===== src/logic/sgw_pkg.sv =====
// Shared constants and types for the store gather and write policy block
package sgw_pkg;
  localparam int unsigned ADDR_W   = 32;
  localparam int unsigned DATA_W   = 32;
  localparam int unsigned LINE_W   = 64;
  localparam int unsigned LINE_LSB = 3;
  localparam int unsigned HALF_BIT = 2;
  localparam int unsigned TAG_W    = ADDR_W - LINE_LSB;
  localparam int unsigned KIND_W   = 5;
  localparam logic [3:0]  WORD_BE  = 4'hF;
  localparam logic [7:0]  LINE_BE  = 8'hFF;
  localparam logic [2:0]  LINE_OFS = 3'h0;
  // Register byte addresses
  localparam logic [31:0] CFG_OFS  = 32'h0000_0000;
  localparam logic [31:0] STAT_OFS = 32'h0000_0004;
  localparam logic [31:0] MCNT_OFS = 32'h0000_0008;
  localparam int unsigned CFG_SGE_BIT = 0;
  localparam int unsigned CFG_SNP_BIT = 1;
  localparam logic [1:0]  CFG_RST     = 2'h0;
  localparam logic [1:0]  RESP_OKAY   = 2'h0;
  localparam logic [1:0]  RESP_SLVERR = 2'h2;
  typedef enum logic [4:0] {
    ST_IDLE  = 5'h01,
    ST_EVICT = 5'h02,
    ST_READ  = 5'h04,
    ST_WRITE = 5'h08,
    ST_SNOOP = 5'h10
  } sgw_state_e;
  // Kind bits: byte-reverse, reservation, ext control, table search, fp
  typedef struct packed {
    logic [ADDR_W-1:0] addr;
    logic [DATA_W-1:0] data;
    logic [3:0]        be;
    logic              ci;
    logic              wt;
    logic              grd;
    logic [KIND_W-1:0] kind;
  } sgw_ent_s;
endpackage


===== src/logic/sgw_gather_if.sv =====
// Carrier between the store queue and the gather decision logic
`timescale 1ns/1ps
interface sgw_gather_if;
  sgw_pkg::sgw_ent_s e0;
  sgw_pkg::sgw_ent_s e1;
  logic              v1;
  logic              store_gather_enable;
  logic              merge;
  logic [63:0]       mdata;
  logic [7:0]        mbe;
  logic [31:0]       maddr;
  modport gat (input e0, e1, v1, store_gather_enable, output merge, mdata, mbe, maddr);
  modport load_store_unit (output e0, e1, v1, store_gather_enable, input merge, mdata, mbe, maddr);
endinterface


===== src/logic/sgw_gather.sv =====
// Gather decision and double word merge for two queued stores
`timescale 1ns/1ps
module sgw_gather (
  sgw_gather_if.gat g
);
  // Candidate test: aligned full word, nonguarded, WT or CI, no excluded kind
  function automatic logic qual(input sgw_pkg::sgw_ent_s e);
    qual = (e.be == sgw_pkg::WORD_BE) && (e.addr[sgw_pkg::HALF_BIT-1:0] == '0)
        && (e.ci || e.wt) && !e.grd && (e.kind == '0);
  endfunction

  // Same double word, opposite halves; order of the two does not matter
  wire same_dw  = g.e0.addr[31:sgw_pkg::LINE_LSB] == g.e1.addr[31:sgw_pkg::LINE_LSB];
  wire diff_hw  = g.e0.addr[sgw_pkg::HALF_BIT] != g.e1.addr[sgw_pkg::HALF_BIT];
  wire both_q   = qual(g.e0) && qual(g.e1);
  wire same_att = g.e0.ci == g.e1.ci;

  assign g.merge = g.store_gather_enable && g.v1 && both_q && same_att && same_dw && diff_hw;
  assign g.maddr = {g.e0.addr[31:sgw_pkg::LINE_LSB], sgw_pkg::LINE_OFS};
  assign g.mbe   = sgw_pkg::LINE_BE;

  // Lanes placed by address bit only, so both endian modes gather alike
  for (genvar k = 0; k < 2; k++)
  begin : g_lane
    localparam logic LB = (k == 1);

    assign g.mdata[32*k +: 32] = (g.e0.addr[sgw_pkg::HALF_BIT] == LB) ? g.e0.data : g.e1.data;
  end
endmodule


===== src/logic/sgw_regs.sv =====
// AXI4-Lite slave holding configuration, reading back status and merge count
`timescale 1ns/1ps
module sgw_regs (
  input  wire logic        clk,
  input  wire logic        rst_n,
  input  wire logic [31:0] awaddr,
  input  wire logic        awvalid,
  output logic             awready,
  input  wire logic [31:0] wdata,
  input  wire logic [3:0]  wstrb,
  input  wire logic        wvalid,
  output logic             wready,
  output logic [1:0]       bresp,
  output logic             bvalid,
  input  wire logic        bready,
  input  wire logic [31:0] araddr,
  input  wire logic        arvalid,
  output logic             arready,
  output logic [31:0]      rdata,
  output logic [1:0]       rresp,
  output logic             rvalid,
  input  wire logic        rready,
  input  wire logic [31:0] stat,
  input  wire logic [31:0] mcnt,
  output logic             cfg_sge,
  output logic             cfg_snp
);
  logic [31:0] aa_q;
  logic [31:0] wd_q;
  logic        ws_q;
  logic        awh_q;
  logic        wh_q;
  logic [1:0]  cfg_q;

  // Write address and data are held independently, written once both are in
  wire aw_ok  = awvalid && awready;
  wire w_ok   = wvalid && wready;
  wire do_wr  = awh_q && wh_q && !bvalid;
  wire awh_d  = (awh_q || aw_ok) && !do_wr;
  wire wh_d   = (wh_q || w_ok) && !do_wr;
  wire bv_d   = do_wr || (bvalid && !bready);
  wire wa_cfg = aa_q == sgw_pkg::CFG_OFS;
  wire wa_ok  = wa_cfg || aa_q == sgw_pkg::STAT_OFS || aa_q == sgw_pkg::MCNT_OFS;
  wire ar_ok  = arvalid && arready;
  wire rv_d   = ar_ok || (rvalid && !rready);
  wire ra_cfg = araddr == sgw_pkg::CFG_OFS;
  wire ra_st  = araddr == sgw_pkg::STAT_OFS;
  wire ra_mc  = araddr == sgw_pkg::MCNT_OFS;
  wire [31:0] rd_mux = ra_cfg ? {30'h0, cfg_q} : ra_st ? stat : ra_mc ? mcnt : 32'h0;

  assign cfg_sge = cfg_q[sgw_pkg::CFG_SGE_BIT];
  assign cfg_snp = cfg_q[sgw_pkg::CFG_SNP_BIT];

  // Write channel; read-only registers accept and ignore writes
  always_ff @(posedge clk or negedge rst_n)
  begin
    if (!rst_n)
    begin
      {awh_q, wh_q, bvalid, ws_q} <= 4'h0;
      {awready, wready} <= 2'h3;
      aa_q  <= 32'h0;
      wd_q  <= 32'h0;
      bresp <= sgw_pkg::RESP_OKAY;
      cfg_q <= sgw_pkg::CFG_RST;
    end
    else
    begin
      awh_q   <= awh_d;
      wh_q    <= wh_d;
      bvalid  <= bv_d;
      awready <= !awh_d && !bv_d;
      wready  <= !wh_d && !bv_d;
      if (aw_ok) aa_q <= awaddr;
      if (w_ok) wd_q <= wdata;
      if (w_ok) ws_q <= wstrb[0];
      if (do_wr) bresp <= wa_ok ? sgw_pkg::RESP_OKAY : sgw_pkg::RESP_SLVERR;
      if (do_wr && wa_cfg && ws_q) cfg_q <= wd_q[1:0];
    end
  end

  // Read channel, data captured when the address is taken
  always_ff @(posedge clk or negedge rst_n)
  begin
    if (!rst_n)
    begin
      rvalid  <= 1'b0;
      arready <= 1'b1;
      rdata   <= 32'h0;
      rresp   <= sgw_pkg::RESP_OKAY;
    end
    else
    begin
      rvalid  <= rv_d;
      arready <= !rv_d;
      if (ar_ok) rdata <= rd_mux;
      if (ar_ok) rresp <= (ra_cfg || ra_st || ra_mc) ? sgw_pkg::RESP_OKAY : sgw_pkg::RESP_SLVERR;
    end
  end
endmodule


===== src/logic/sgw_top.sv =====
// Store queue, write policy, small data cache and snoop copy-back control
`timescale 1ns/1ps
// Function
// Only aligned nonguarded WT/CI words may gather
// Two gathered words leave as one beat
// Merge only two stores queued together
// Address order of the pair is irrelevant
// Gathering only while enable bit set
// Same gathering in both endian modes
// Excluded store kinds are never merged
// Software separates must-split stores with barrier
// Caching-inhibited accesses never allocate lines
// Inhibited hit: copy back dirty, then invalidate
// Write-through store updates cache and bus
// Write-back updates memory only on eviction/snoop
// Snooped dirty line held until copied back
// Load miss waits for pending stores
// Merge needs same double word, both halves
module sgw_top #(
  parameter int unsigned NLINES = 4
) (
  input  wire logic        ref_clk,
  input  wire logic        rst_n,
  input  wire logic [31:0] s_axi_awaddr,
  input  wire logic        s_axi_awvalid,
  output logic             s_axi_awready,
  input  wire logic [31:0] s_axi_wdata,
  input  wire logic [3:0]  s_axi_wstrb,
  input  wire logic        s_axi_wvalid,
  output logic             s_axi_wready,
  output logic [1:0]       s_axi_bresp,
  output logic             s_axi_bvalid,
  input  wire logic        s_axi_bready,
  input  wire logic [31:0] s_axi_araddr,
  input  wire logic        s_axi_arvalid,
  output logic             s_axi_arready,
  output logic [31:0]      s_axi_rdata,
  output logic [1:0]       s_axi_rresp,
  output logic             s_axi_rvalid,
  input  wire logic        s_axi_rready,
  input  wire logic        st_valid,
  output logic             st_ready,
  input  wire logic [31:0] st_addr,
  input  wire logic [31:0] st_data,
  input  wire logic [3:0]  st_be,
  input  wire logic        st_ci,
  input  wire logic        st_wt,
  input  wire logic        st_grd,
  input  wire logic [4:0]  st_kind,
  input  wire logic        ld_valid,
  input  wire logic [31:0] ld_addr,
  input  wire logic        ld_ci,
  output logic             ld_done,
  output logic [31:0]      ld_data,
  output logic             bus_valid,
  input  wire logic        bus_ready,
  output logic             bus_we,
  output logic [31:0]      bus_addr,
  output logic [63:0]      bus_wdata,
  output logic [7:0]       bus_be,
  input  wire logic        bus_rvalid,
  input  wire logic [63:0] bus_rdata,
  input  wire logic        snp_valid,
  input  wire logic [31:0] snp_addr,
  output logic             snp_hold
);
  localparam int unsigned IW = $clog2(NLINES);
  localparam int unsigned LL = sgw_pkg::LINE_LSB;
  localparam int unsigned HB = sgw_pkg::HALF_BIT;

  // Index slicing needs a power of two with at least two lines
  if (NLINES < 2 || (NLINES & (NLINES - 1)) != 0)
  begin : g_bad_nlines
    $error("NLINES must be a power of two of at least 2");
  end

  function automatic logic [63:0] put_bytes(input logic [63:0] old,
                                            input logic [63:0] nw,
                                            input logic [7:0]  be);
    put_bytes = old;
    for (int i = 0; i < 8; i++)
      if (be[i]) put_bytes[8*i +: 8] = nw[8*i +: 8];
  endfunction

  sgw_pkg::sgw_ent_s   q0_q;
  sgw_pkg::sgw_ent_s   q1_q;
  sgw_pkg::sgw_ent_s   q0_d;
  sgw_pkg::sgw_ent_s   q1_d;
  sgw_pkg::sgw_state_e st_q;
  sgw_pkg::sgw_state_e aft_q;
  logic [1:0]          cnt_q;
  logic [1:0]          cnt_d;
  logic [28:0]         tag_q [NLINES];
  logic [63:0]         dat_q [NLINES];
  logic [NLINES-1:0]   val_q;
  logic [NLINES-1:0]   mod_q;
  logic [IW-1:0]       ev_idx_q;
  logic [31:0]         mcnt_q;
  logic                op_merge_q;
  logic                ld_op_q;
  logic                ld_ci_q;
  logic                cfg_sge;
  logic                cfg_snp;
  logic                c_we;
  logic [IW-1:0]       c_idx;
  logic [28:0]         c_tag;
  logic [63:0]         c_dat;
  logic                c_val;
  logic                c_mod;

  sgw_gather_if gif ();
  assign gif.e0  = q0_q;
  assign gif.e1  = q1_q;
  assign gif.v1  = cnt_q == 2'h2;
  assign gif.store_gather_enable = cfg_sge;

  sgw_gather u_gather (
    .g (gif.gat)
  );

  // Store operand: merged pair in idle, else the pair choice latched at issue
  wire           is_idle = st_q == sgw_pkg::ST_IDLE;
  wire           use_m   = is_idle ? gif.merge : op_merge_q;
  wire [31:0]    op_addr = use_m ? gif.maddr : q0_q.addr;
  wire [63:0]    op_data = use_m ? gif.mdata : {q0_q.data, q0_q.data};
  wire [7:0]     s_be    = q0_q.addr[HB] ? {q0_q.be, 4'h0} : {4'h0, q0_q.be};
  wire [7:0]     op_be   = use_m ? gif.mbe : s_be;
  wire [IW-1:0]  op_idx  = op_addr[LL +: IW];
  wire           op_hit  = val_q[op_idx] && tag_q[op_idx] == op_addr[31:LL];
  wire           idx_drt = val_q[op_idx] && mod_q[op_idx];
  wire           st_wb   = !q0_q.ci && !q0_q.wt;
  wire [31:0]    op_line = {op_addr[31:LL], sgw_pkg::LINE_OFS};

  // Load and snoop lookups
  wire [IW-1:0]  ld_idx  = ld_addr[LL +: IW];
  wire           ld_hit  = val_q[ld_idx] && tag_q[ld_idx] == ld_addr[31:LL];
  wire           ld_drt  = val_q[ld_idx] && mod_q[ld_idx];
  wire [31:0]    ld_line = {ld_addr[31:LL], sgw_pkg::LINE_OFS};
  wire [63:0]    ld_lv   = dat_q[ld_idx];
  wire [IW-1:0]  sn_idx  = snp_addr[LL +: IW];
  wire           sn_tag  = tag_q[sn_idx] == snp_addr[31:LL];
  wire           sn_hit  = cfg_snp && snp_valid && val_q[sn_idx] && mod_q[sn_idx] && sn_tag;

  // Idle decisions: snoop first, then stores, then a load once stores drain.
  // Holding even load hits behind queued stores avoids reading stale words.
  wire go_snp = is_idle && sn_hit && !snp_hold;
  wire go_st  = is_idle && !go_snp && cnt_q != 2'h0;
  wire go_ld  = is_idle && !go_snp && ld_valid && !ld_done && cnt_q == 2'h0;
  wire go_ldh = go_ld && !ld_ci && ld_hit;
  wire go_ldm = go_ld && !go_ldh;
  wire wb_hit = go_st && st_wb && op_hit;
  wire st_ev  = st_wb ? !op_hit && idx_drt : q0_q.ci && op_hit && mod_q[op_idx];
  wire ld_ev  = ld_ci ? ld_hit && mod_q[ld_idx] : ld_drt;
  wire bus_dn = bus_valid && bus_ready;
  wire rd_dn  = st_q == sgw_pkg::ST_READ && !bus_valid && bus_rvalid;
  wire wr_dn  = st_q == sgw_pkg::ST_WRITE && bus_dn;
  wire pop2   = wr_dn && op_merge_q;
  wire pop1   = (wr_dn && !op_merge_q) || wb_hit || (rd_dn && !ld_op_q);
  wire push   = st_valid && st_ready;

  // Single cache write port shared by every update path
  always_comb
  begin
    c_we  = 1'b0;
    c_idx = op_idx;
    c_tag = op_addr[31:LL];
    c_dat = put_bytes(dat_q[op_idx], op_data, op_be);
    c_val = 1'b1;
    c_mod = 1'b0;
    if (go_st && q0_q.ci && op_hit && !mod_q[op_idx])
    begin
      c_we  = 1'b1;
      c_val = 1'b0;
    end
    else if (go_st && q0_q.wt && op_hit)
      c_we = 1'b1;
    else if (wb_hit)
    begin
      c_we  = 1'b1;
      c_mod = 1'b1;
    end
    else if (go_ldm && ld_ci && ld_hit && !mod_q[ld_idx])
    begin
      c_we  = 1'b1;
      c_idx = ld_idx;
      c_val = 1'b0;
    end
    else if ((st_q == sgw_pkg::ST_EVICT || st_q == sgw_pkg::ST_SNOOP) && bus_dn)
    begin
      c_we  = 1'b1;
      c_idx = ev_idx_q;
      c_tag = tag_q[ev_idx_q];
      c_dat = dat_q[ev_idx_q];
      c_val = st_q == sgw_pkg::ST_SNOOP;
    end
    else if (rd_dn && !ld_op_q)
    begin
      c_we  = 1'b1;
      c_dat = put_bytes(bus_rdata, op_data, op_be);
      c_mod = 1'b1;
    end
    else if (rd_dn && !ld_ci_q)
    begin
      c_we  = 1'b1;
      c_idx = ld_idx;
      c_tag = ld_addr[31:LL];
      c_dat = bus_rdata;
    end
  end

  // Cache state; data and tags need no reset behind the valid bits
  always_ff @(posedge ref_clk)
  begin
    if (c_we) tag_q[c_idx] <= c_tag;
    if (c_we) dat_q[c_idx] <= c_dat;
  end

  always_ff @(posedge ref_clk or negedge rst_n)
  begin
    if (!rst_n)
    begin
      val_q <= '0;
      mod_q <= '0;
    end
    else if (c_we)
    begin
      val_q[c_idx] <= c_val;
      mod_q[c_idx] <= c_mod;
    end
  end

  // Two-entry store queue: pop first, then append behind what remains
  always_comb
  begin
    q0_d  = q0_q;
    q1_d  = q1_q;
    cnt_d = cnt_q;
    if (pop2)
      cnt_d = 2'h0;
    else if (pop1)
    begin
      q0_d  = q1_q;
      cnt_d = cnt_q - 2'h1;
    end
    if (push)
    begin
      if (cnt_d == 2'h0) q0_d = {st_addr, st_data, st_be, st_ci, st_wt, st_grd, st_kind};
      else q1_d = {st_addr, st_data, st_be, st_ci, st_wt, st_grd, st_kind};
      cnt_d = cnt_d + 2'h1;
    end
  end

  always_ff @(posedge ref_clk or negedge rst_n)
  begin
    if (!rst_n)
    begin
      q0_q     <= '0;
      q1_q     <= '0;
      cnt_q    <= 2'h0;
      st_ready <= 1'b1;
      mcnt_q   <= 32'h0;
    end
    else
    begin
      q0_q     <= q0_d;
      q1_q     <= q1_d;
      cnt_q    <= cnt_d;
      st_ready <= cnt_d != 2'h2;
      if (pop2) mcnt_q <= mcnt_q + 32'h1;
    end
  end

  // Bus sequencer: one request outstanding, eviction runs ahead of its cause
  always_ff @(posedge ref_clk or negedge rst_n)
  begin
    if (!rst_n)
    begin
      st_q       <= sgw_pkg::ST_IDLE;
      aft_q      <= sgw_pkg::ST_IDLE;
      {bus_valid, bus_we, snp_hold, ld_done} <= 4'h0;
      bus_addr   <= 32'h0;
      bus_wdata  <= 64'h0;
      bus_be     <= 8'h0;
      ld_data    <= 32'h0;
      {op_merge_q, ld_op_q, ld_ci_q} <= 3'h0;
      ev_idx_q   <= '0;
    end
    else
    begin
      ld_done <= 1'b0;
      unique case (st_q)
        sgw_pkg::ST_IDLE:
        begin
          if (go_snp)
          begin
            {bus_valid, bus_we, snp_hold} <= 3'h7;
            bus_addr  <= {tag_q[sn_idx], sgw_pkg::LINE_OFS};
            bus_wdata <= dat_q[sn_idx];
            bus_be    <= sgw_pkg::LINE_BE;
            ev_idx_q  <= sn_idx;
            st_q      <= sgw_pkg::ST_SNOOP;
          end
          else if (go_st && !wb_hit)
          begin
            op_merge_q <= gif.merge;
            ld_op_q    <= 1'b0;
            bus_valid  <= 1'b1;
            bus_we     <= st_ev || !st_wb;
            bus_addr   <= st_ev ? {tag_q[op_idx], sgw_pkg::LINE_OFS} : st_wb ? op_line : op_addr;
            bus_wdata  <= st_ev ? dat_q[op_idx] : op_data;
            bus_be     <= st_ev ? sgw_pkg::LINE_BE : op_be;
            ev_idx_q   <= op_idx;
            aft_q      <= st_wb ? sgw_pkg::ST_READ : sgw_pkg::ST_WRITE;
            st_q       <= st_ev ? sgw_pkg::ST_EVICT : st_wb ? sgw_pkg::ST_READ : sgw_pkg::ST_WRITE;
          end
          else if (go_ldh)
          begin
            ld_done <= 1'b1;
            ld_data <= ld_addr[HB] ? ld_lv[63:32] : ld_lv[31:0];
          end
          else if (go_ldm)
          begin
            {ld_op_q, bus_valid} <= 2'h3;
            ld_ci_q   <= ld_ci;
            bus_we    <= ld_ev;
            bus_addr  <= ld_ev ? {tag_q[ld_idx], sgw_pkg::LINE_OFS} : ld_line;
            bus_wdata <= ld_lv;
            bus_be    <= sgw_pkg::LINE_BE;
            ev_idx_q  <= ld_idx;
            aft_q     <= sgw_pkg::ST_READ;
            st_q      <= ld_ev ? sgw_pkg::ST_EVICT : sgw_pkg::ST_READ;
          end
        end
        sgw_pkg::ST_EVICT:
        begin
          if (bus_dn)
          begin
            bus_we    <= aft_q == sgw_pkg::ST_WRITE;
            bus_addr  <= ld_op_q ? ld_line : aft_q == sgw_pkg::ST_WRITE ? op_addr : op_line;
            bus_wdata <= op_data;
            bus_be    <= op_be;
            st_q      <= aft_q;
          end
        end
        sgw_pkg::ST_WRITE:
        begin
          if (bus_dn) bus_valid <= 1'b0;
          if (bus_dn) st_q <= sgw_pkg::ST_IDLE;
        end
        sgw_pkg::ST_READ:
        begin
          if (bus_dn) bus_valid <= 1'b0;
          if (rd_dn) st_q <= sgw_pkg::ST_IDLE;
          if (rd_dn) ld_done <= ld_op_q;
          if (rd_dn) ld_data <= ld_addr[HB] ? bus_rdata[63:32] : bus_rdata[31:0];
        end
        sgw_pkg::ST_SNOOP:
        begin
          if (bus_dn) {bus_valid, snp_hold} <= 2'h0;
          if (bus_dn) st_q <= sgw_pkg::ST_IDLE;
        end
        default: st_q <= sgw_pkg::ST_IDLE;
      endcase
    end
  end

  sgw_regs u_regs (
    .clk     (ref_clk),
    .rst_n   (rst_n),
    .awaddr  (s_axi_awaddr),
    .awvalid (s_axi_awvalid),
    .awready (s_axi_awready),
    .wdata   (s_axi_wdata),
    .wstrb   (s_axi_wstrb),
    .wvalid  (s_axi_wvalid),
    .wready  (s_axi_wready),
    .bresp   (s_axi_bresp),
    .bvalid  (s_axi_bvalid),
    .bready  (s_axi_bready),
    .araddr  (s_axi_araddr),
    .arvalid (s_axi_arvalid),
    .arready (s_axi_arready),
    .rdata   (s_axi_rdata),
    .rresp   (s_axi_rresp),
    .rvalid  (s_axi_rvalid),
    .rready  (s_axi_rready),
    .stat    ({25'h0, st_q, cnt_q}),
    .mcnt    (mcnt_q),
    .cfg_sge (cfg_sge),
    .cfg_snp (cfg_snp)
  );

  // Checks on the policy behaviour
  a_merge_needs_en: assert property (@(posedge ref_clk) disable iff (!rst_n)
    gif.merge |-> cfg_sge) else $error("merge without enable");
  a_merge_two_q: assert property (@(posedge ref_clk) disable iff (!rst_n)
    gif.merge |-> cnt_q == 2'h2 && !q0_q.grd && !q1_q.grd) else $error("merge of lone store");
  a_merge_kinds: assert property (@(posedge ref_clk) disable iff (!rst_n)
    gif.merge |-> q0_q.kind == '0 && q1_q.kind == '0 && (q0_q.ci || q0_q.wt))
    else $error("excluded store merged");
  a_merge_beat: assert property (@(posedge ref_clk) disable iff (!rst_n)
    go_st && gif.merge && !st_ev |=> bus_valid && bus_we && bus_be == sgw_pkg::LINE_BE)
    else $error("merged pair not one full beat");
  a_wt_to_bus: assert property (@(posedge ref_clk) disable iff (!rst_n)
    go_st && q0_q.wt |=> bus_valid && bus_we && st_q == sgw_pkg::ST_WRITE)
    else $error("write-through store not on bus");
  a_wb_silent: assert property (@(posedge ref_clk) disable iff (!rst_n)
    wb_hit |=> !bus_valid && st_q == sgw_pkg::ST_IDLE) else $error("write-back hit went out");
  a_ci_no_alloc: assert property (@(posedge ref_clk) disable iff (!rst_n)
    (go_st && q0_q.ci) || (rd_dn && ld_op_q && ld_ci_q) |-> !(c_we && c_val))
    else $error("inhibited access allocated");
  a_snoop_hold: assert property (@(posedge ref_clk) disable iff (!rst_n)
    snp_hold && !bus_dn |=> snp_hold && bus_valid && bus_we) else $error("snoop hold dropped");
  a_hold_release: assert property (@(posedge ref_clk) disable iff (!rst_n)
    snp_hold && bus_dn |=> !snp_hold && !mod_q[ev_idx_q]) else $error("copy-back left dirty");
  a_ld_waits: assert property (@(posedge ref_clk) disable iff (!rst_n)
    go_ldm |-> cnt_q == 2'h0 && !bus_valid) else $error("load miss passed pending store");
endmodule


===== config.mk =====
export PLATFORM = sky130hd
export DESIGN_NAME = sgw_top
export DESIGN_NICKNAME = d
export VERILOG_FILES = /design/src/logic/sgw_pkg.sv /design/src/logic/sgw_gather_if.sv /design/src/logic/sgw_gather.sv /design/src/logic/sgw_regs.sv /design/src/logic/sgw_top.sv
export SDC_FILE = /design/constraint.sdc
export NUM_CORES = 2
export LEC_CHECK = 0
export ABC_CLOCK_PERIOD_IN_PS = 9700
export BUFFER_PORTS_ARGS = -buffer_cell sky130_fd_sc_hd__buf_2
export CAP_MARGIN = 20
export CELL_PAD_IN_SITES_DETAIL_PLACEMENT = 1
export CELL_PAD_IN_SITES_GLOBAL_PLACEMENT = 1
export CORE_ASPECT_RATIO = 0.5
export CORE_MARGIN = 2
export CORE_UTILIZATION = 44
export DETAILED_ROUTE_END_ITERATION = 10
export GPL_ROUTABILITY_DRIVEN = 0
export PLACE_DENSITY_LB_ADDON = 0.15
export SETUP_SLACK_MARGIN = 0.02
export SKIP_CTS_REPAIR_TIMING = 1
export SLEW_MARGIN = 25
export SYNTH_ARGS = -nofsm -noshare
export SYNTH_HDL_FRONTEND = slang
export SYNTH_SLANG_ARGS = --single-unit

===== constraint.sdc =====
create_clock -name ref_clk -period 9.7 [get_ports ref_clk]
set_input_delay 0 -clock ref_clk [delete_from_list [all_inputs] [get_ports ref_clk]]
set_output_delay 0 -clock ref_clk [all_outputs]
set_load 0.05 [all_outputs]

======== Word level (Yosys, flattened, before mapping) ========
Memories as Yosys holds them, arrays and structs flattened.
Cells that the tools add are included.
cells by class
  $add $sub $neg .......................... 3
  mux-type cells .......................... 164
  equal/unequal tests ..................... 33
  reduce and logical (&&, ||, !) cells .... 139
  magnitude comparators ................... 5
  bitwise gates (word level) .............. 4
operators with widths
  operator                                                              number
  64-bit two-way mux                                                    14
  32-bit two-way mux                                                    19
  76-bit two-way mux                                                    4
  29-bit two-way mux                                                    7
  8-bit two-way mux                                                     24
  32-bit case mux with 2 select lines                                   2
  64-bit case mux with 2 select lines                                   1
  29-bit == test                                                        4
  1-bit logical AND                                                     72
  32-bit by 3-bit == test with 1-bit output, second input constant      2
  32-bit by 4-bit == test with 1-bit output, second input constant      2
  32-bit logical NOT                                                    2
  5-bit two-way mux                                                     10
  1-bit two-way mux                                                     46
  32-bit by 1-bit adder with 32-bit output, second input constant       1
  2-bit two-way mux                                                     16
  1-bit logical NOT                                                     26
  5-bit case mux with 4 select lines                                    1
  8-bit case mux with 2 select lines                                    1
  5-bit AND reduction                                                   3
  1-bit logical OR                                                      14
  1-bit binary-select mux with 2-bit select                             6
  2-bit by 3-bit < comparator with 1-bit output, second input constant  4
  3-bit two-way mux                                                     4
  31 further kinds                                                      63
word-level totals
  memory bits (writable) .................. 372
  register bits ........................... 430
  word-level logic and storage cells ...... 397
  memories ................................ 2
  output and inout bits ................... 182
memories
  memory  depth  width  read ports  clocked after Yosys merged registers in  write ports  line           source
  dat_q   4      64     4           0                                        1            sgw_top.sv:94  logic [63:0] dat_q [NLINES];
  tag_q   4      29     4           0                                        1            sgw_top.sv:93  logic [28:0] tag_q [NLINES];

======== Depth between registers and ports, before layout ========
  depth after elaboration ................. 28
  gate-level depth with buffers ........... 21

======== Hierarchy ========
From an unflattened synthesis, not the netlist that was laid out.
second synthesis, totals
  cells, all modules ...................... 4795
  area, all modules ....................... 50800.0 sq um
modules (own cells, without submodules)
  module      cells an instance  times used  area each (sq um)
  sgw_top     4337               1           45693.8
  sgw_regs    291                1           3611.0
  sgw_gather  167                1           1495.2

======== Worst setup path before layout ========
Ideal clock, no wire load.
  path type ............................... reg2reg
  start ................................... memory tag_q[3][4]
  end ..................................... register mod_q[2]
  buffers on the path ..................... 0
  slack ................................... -93 ps
  stages on the path, launching flop included .. 9
  data arrival time ....................... 9694 ps
  period minus slack after synthesis ...... 9793 ps
  path through ............................ edfxtp_1 > mux4_2 > xor2_1 > a2111oi_0 > nand4_1 > nand4b_1 > or2_2 > o21ai_0 > mux2_2
RTL lines
  element                         line            source
  start: declaration              sgw_top.sv:93
  end signal: indexed assignment  sgw_top.sv:228  mod_q[c_idx] <= c_mod;
  end: declaration                sgw_top.sv:96   logic [NLINES-1:0] mod_q;

==> impl_metrics.toml <==
[global_route]
first_global_vias = 40095
maximum_number_of_pins_on_one_net_before_global_route_repair = 117
initial_antenna_violation_count = 10
grt_pass1_wl_um = 272000
grtUsageTotal_pct = 33.4
overflow = 0

[clocking]
tritoncts = "yes"
cts_inserted_buffers = 80
numClockSinks = 798
ctsRootBufferMaster = "clkbuf_16"
clkLatencyLatePin_ns = 0.72
cts_max_path_buffers = 3
cts_htree_levels = 3
clkTransAtPathRegs_ns = 0.06

[floorplan]
num_rows = 85
die-width_um = 469
io_pins = 499
initial_core_util_pct = 44.3
die_height_um = 236
core_region_area_sq_um = 107000
dieArea_sq_um = 111000

[setup_path]
max_fo_critical_path = 81
r2r_start = "gif.e0[47]"
crit_type = "reg -> reg"
worst_path_most_repeated_cell = "buf_4"
timing.critical_path.to_type = "flop"
cp_num_buf_inv = 2
timing.reg2reg.worst_path_depth = 14
worstPathCellList = "mux4_2 > xnor2_1 > nand4_1 > nor4_1 > and4_1 > nand2_1 > o221ai_4 > buf_4 > and2_1 > or3_1 > ha_1 > and3_4 > buf_4 > o21ai_0"
critPathArrivalTime_ns = 7.62
timing.critical_path.from = "gif.e0[47]"
worstReg2RegEnd = "gif.e0[19]"
critical_path.top_delay_family = "simple AND/OR/NAND/NOR gates"
critical_path.slowest_cell = "dfrtp_4"
worst_ep_required_time_ns = 10.23
register_to_register_setup_slack_ns = 2.61
cp_slowest_stage_delay_ns = 1.03
crit_path_start_kind = "flop"

[sta]
timing.max_slew.rel_slack_pct = 19.7
fin_skew_ns = 0.0331
fin_ws_ns = 2.61
tns_ns = 0
report.final.setup_viol = 0
tightestPinTransition_ns = 1.20
fin_crit_ns = 7.09
finalHoldViolCount = 8
final_min_period_over_clock_period_pct = 73.1
final_max_slew_viol_count = 0
fmax_mhz = 141
rsz0062_at_grt = "no"
final.hold.worst_slack_ns = -0.0210

[cells_and_area]
n_fill_cell = 10988
area_growth_pct = 19.0
nets = 4682
layout-drive-gt1-share_pct = 31.2

[pwr]
power.combinational.fraction_pct = 45.1
net-switching-power_w = 0.00698
power_switching_share_pct = 43.1
leakage_power_nw = 21.7
clock_power_share_pct = 20.6
power_per_cell_area_nw_per_um2 = 286
power.share.sequential_pct = 34.3
power.internal_w = 0.00920
ir_drop_mv = 0.188

[logic_synthesis]
yosysMostFrequentCell = "nand2_1"
post_synth_inst_count = 3800
asyncSetResetFlopFracSynth_pct = 53.4
syn_area_sq_um = 47600
synthDominantCellAreaShare_pct = 23.5
synth-edff-count = 372
synth_sequential_area_ratio_pct = 45.9
yosysWarnings = 0
average_footprint_of_a_synthesized_cell_sq_um = 12.5
netlist_top_cells_area = "edfxtp_1, dfrtp_1, mux4_2"
yosys.area.top_type = "edfxtp_1"
synth_top_flop_cell = "dfrtp_1"
synth.distinct_cells = 74
yosys-top-cells-count = "nand2_1, dfrtp_1, mux4_2, edfxtp_1, mux2_2"
synth-seq-cells = 798

[drt]
final_antenna_net_count = 0
vias_per_cell = 6.64
routed-via-count = 38965
detail_route.drc_violations = 0
count_of_tritonroute_iterations_in_the_first_routing_pass = 7
avgRoutedWirePerCell_um = 32.3
detailedRoute.firstIterationViolations = 3801
wirelength_um = 189000

[status]
run_status = "finished with violations"
failing_checks = "negative hold slack"

[placement]
place_worst_setup_slack_ns = 2.82
place.port_buffers = 458
place_hpwl_um = 115000

[hold_path]
hold_path_class = "in -> reg"
hold_start = "s_axi_arvalid"
worstHoldPathCells = 4
worstHoldEndpoint = "u_regs.rdata[19]"

[run]
max_cap_viol_count = 0
==> power by group through the flow <==
stage | Clock, W | Combinational [W] | Sequential, W
after floorplan | 0 | 0.00419 | 0.00602
after global placement | 0 | 0.00680 | 0.00555
after detailed placement | 0 | 0.00696 | 0.00560
after CTS | 0.00337 | 0.00700 | 0.00554
after global routing | 0.00350 | 0.00773 | 0.00565
final | 0.00333 | 0.00729 | 0.00555
==> metal layers <==
| layer | global-route usage (%) | part of all wire [%] | up-vias | routed length, um |
|---|---|---|---|---|
| met1 | 44.1 | 39 | 20465 | 74300 |
| met3 | 6.79 | 8.3 | 451 | 15700 |
| met5 | 0 | 0.017 | - | 33 |
| met2 | 54.0 | 48 | 2001 | 91000 |
| li1 | - | - | 16042 | - |
| met4 | 13.5 | 4.4 | 6 | 8320 |
==> tightest hold or removal path, stage by stage <==
cell and delay [ns]:
buf_2 0.10, nand2_4 0.32, nand2_1 0.16, o21ai_0 0.06
==> stage by stage <==
step                util, %  total power (W)  cell area [sq um]  cells
CTS                    50.1           0.0159              53800   5597
global placement       47.6           0.0123              51100   5448
global route           52.7           0.0169              56600   5865
finish                 52.7           0.0162              56600   5866
detailed placement     47.6           0.0126              51100   5448
floorplan                 -           0.0102              47600   3801
==> logic make-up (layout without fill, tap and decap cells) <==
family          count (synthesis)  count (layout)  share of synthesized area (%)
buf+inv                       351             978                           3.01
other cells                     1               5                        0.00788
simple gates                  850             850                           8.24
fa+ha+maj                       4               4                          0.105
xor+xnor                      146             146                           2.69
mux                           834             834                           28.3
compound gates                816             816                           11.7
flops                         798             798                           45.9
==> sequential cells by signal, summed over array words and instances, names as in the netlist, 2 cells and up <==
| name | count |
|---|---|
| u_regs.rdata | 32 |
| u_regs.wd_q | 2 |
| ev_idx_q | 2 |
| bus_be | 8 |
| tag_q | 116 |
| u_regs.aa_q | 32 |
| ld_data | 32 |
| u_regs.cfg_q | 2 |
| gif.e0 | 76 |
| st_q | 5 |
| dat_q | 256 |
| gif.e1 | 76 |
| aft_q | 3 |
| bus_wdata | 64 |
| val_q | 4 |
| mcnt_q | 32 |
| cnt_q | 2 |
| mod_q | 4 |
| bus_addr | 32 |
==> how the worst max path moves through the flow <==
stage,slack [ns],cells past startpoint,end
after CTS,2.77,14,gif.e0[27]
final,2.61,14,gif.e0[19]
after detailed placement,2.82,14,gif.e0[27]
after global routing,2.36,14,gif.e0[27]
after floorplan,-0.09,8,mod_q[2]
after global placement,2.92,14,gif.e0[17]
==> cells in the final DEF, fill, tap and decap left out, types with 17 or more instances in the layout <==
| cell | n |
|---|---|
| nor3_1 | 18 |
| and3_1 | 71 |
| nand2_1 | 452 |
| a21o_1 | 68 |
| edfxtp_1 | 372 |
| inv_1 | 31 |
| o41ai_1 | 23 |
| o211ai_1 | 66 |
| buf_2 | 453 |
| clkbuf_16 | 83 |
| nor4_1 | 27 |
| clkbuf_1 | 18 |
| mux2_2 | 242 |
| o22ai_1 | 37 |
| dlygate4sd3_1 | 263 |
| xnor2_1 | 125 |
| xor2_1 | 21 |
| o21ai_0 | 226 |
| buf_4 | 73 |
| mux2i_1 | 204 |
| nor2b_1 | 27 |
| mux4_2 | 385 |
| dfrtp_1 | 416 |
| nand3_1 | 38 |
| nand4_1 | 42 |
| nor2_1 | 100 |
| a31oi_1 | 63 |
| a22o_1 | 18 |
| a22oi_1 | 44 |
| a211oi_1 | 74 |
| a21oi_1 | 32 |
| a31o_2 | 49 |
| clkinv_2 | 17 |
==> cell type report <==
type	instances	area [sq um]	share of cell area, %
multi-input combinational	2652	24500	43.3
timing repair buffer	797	5600	9.90
clock inverter	35	388	0.686
antenna	3	7.51	0.0133
clock buffer	114	2320	4.10
sequential	798	21900	38.6
tap	1435	1800	3.17
inverter	32	123	0.217
(Power assumes the default switching activity.)
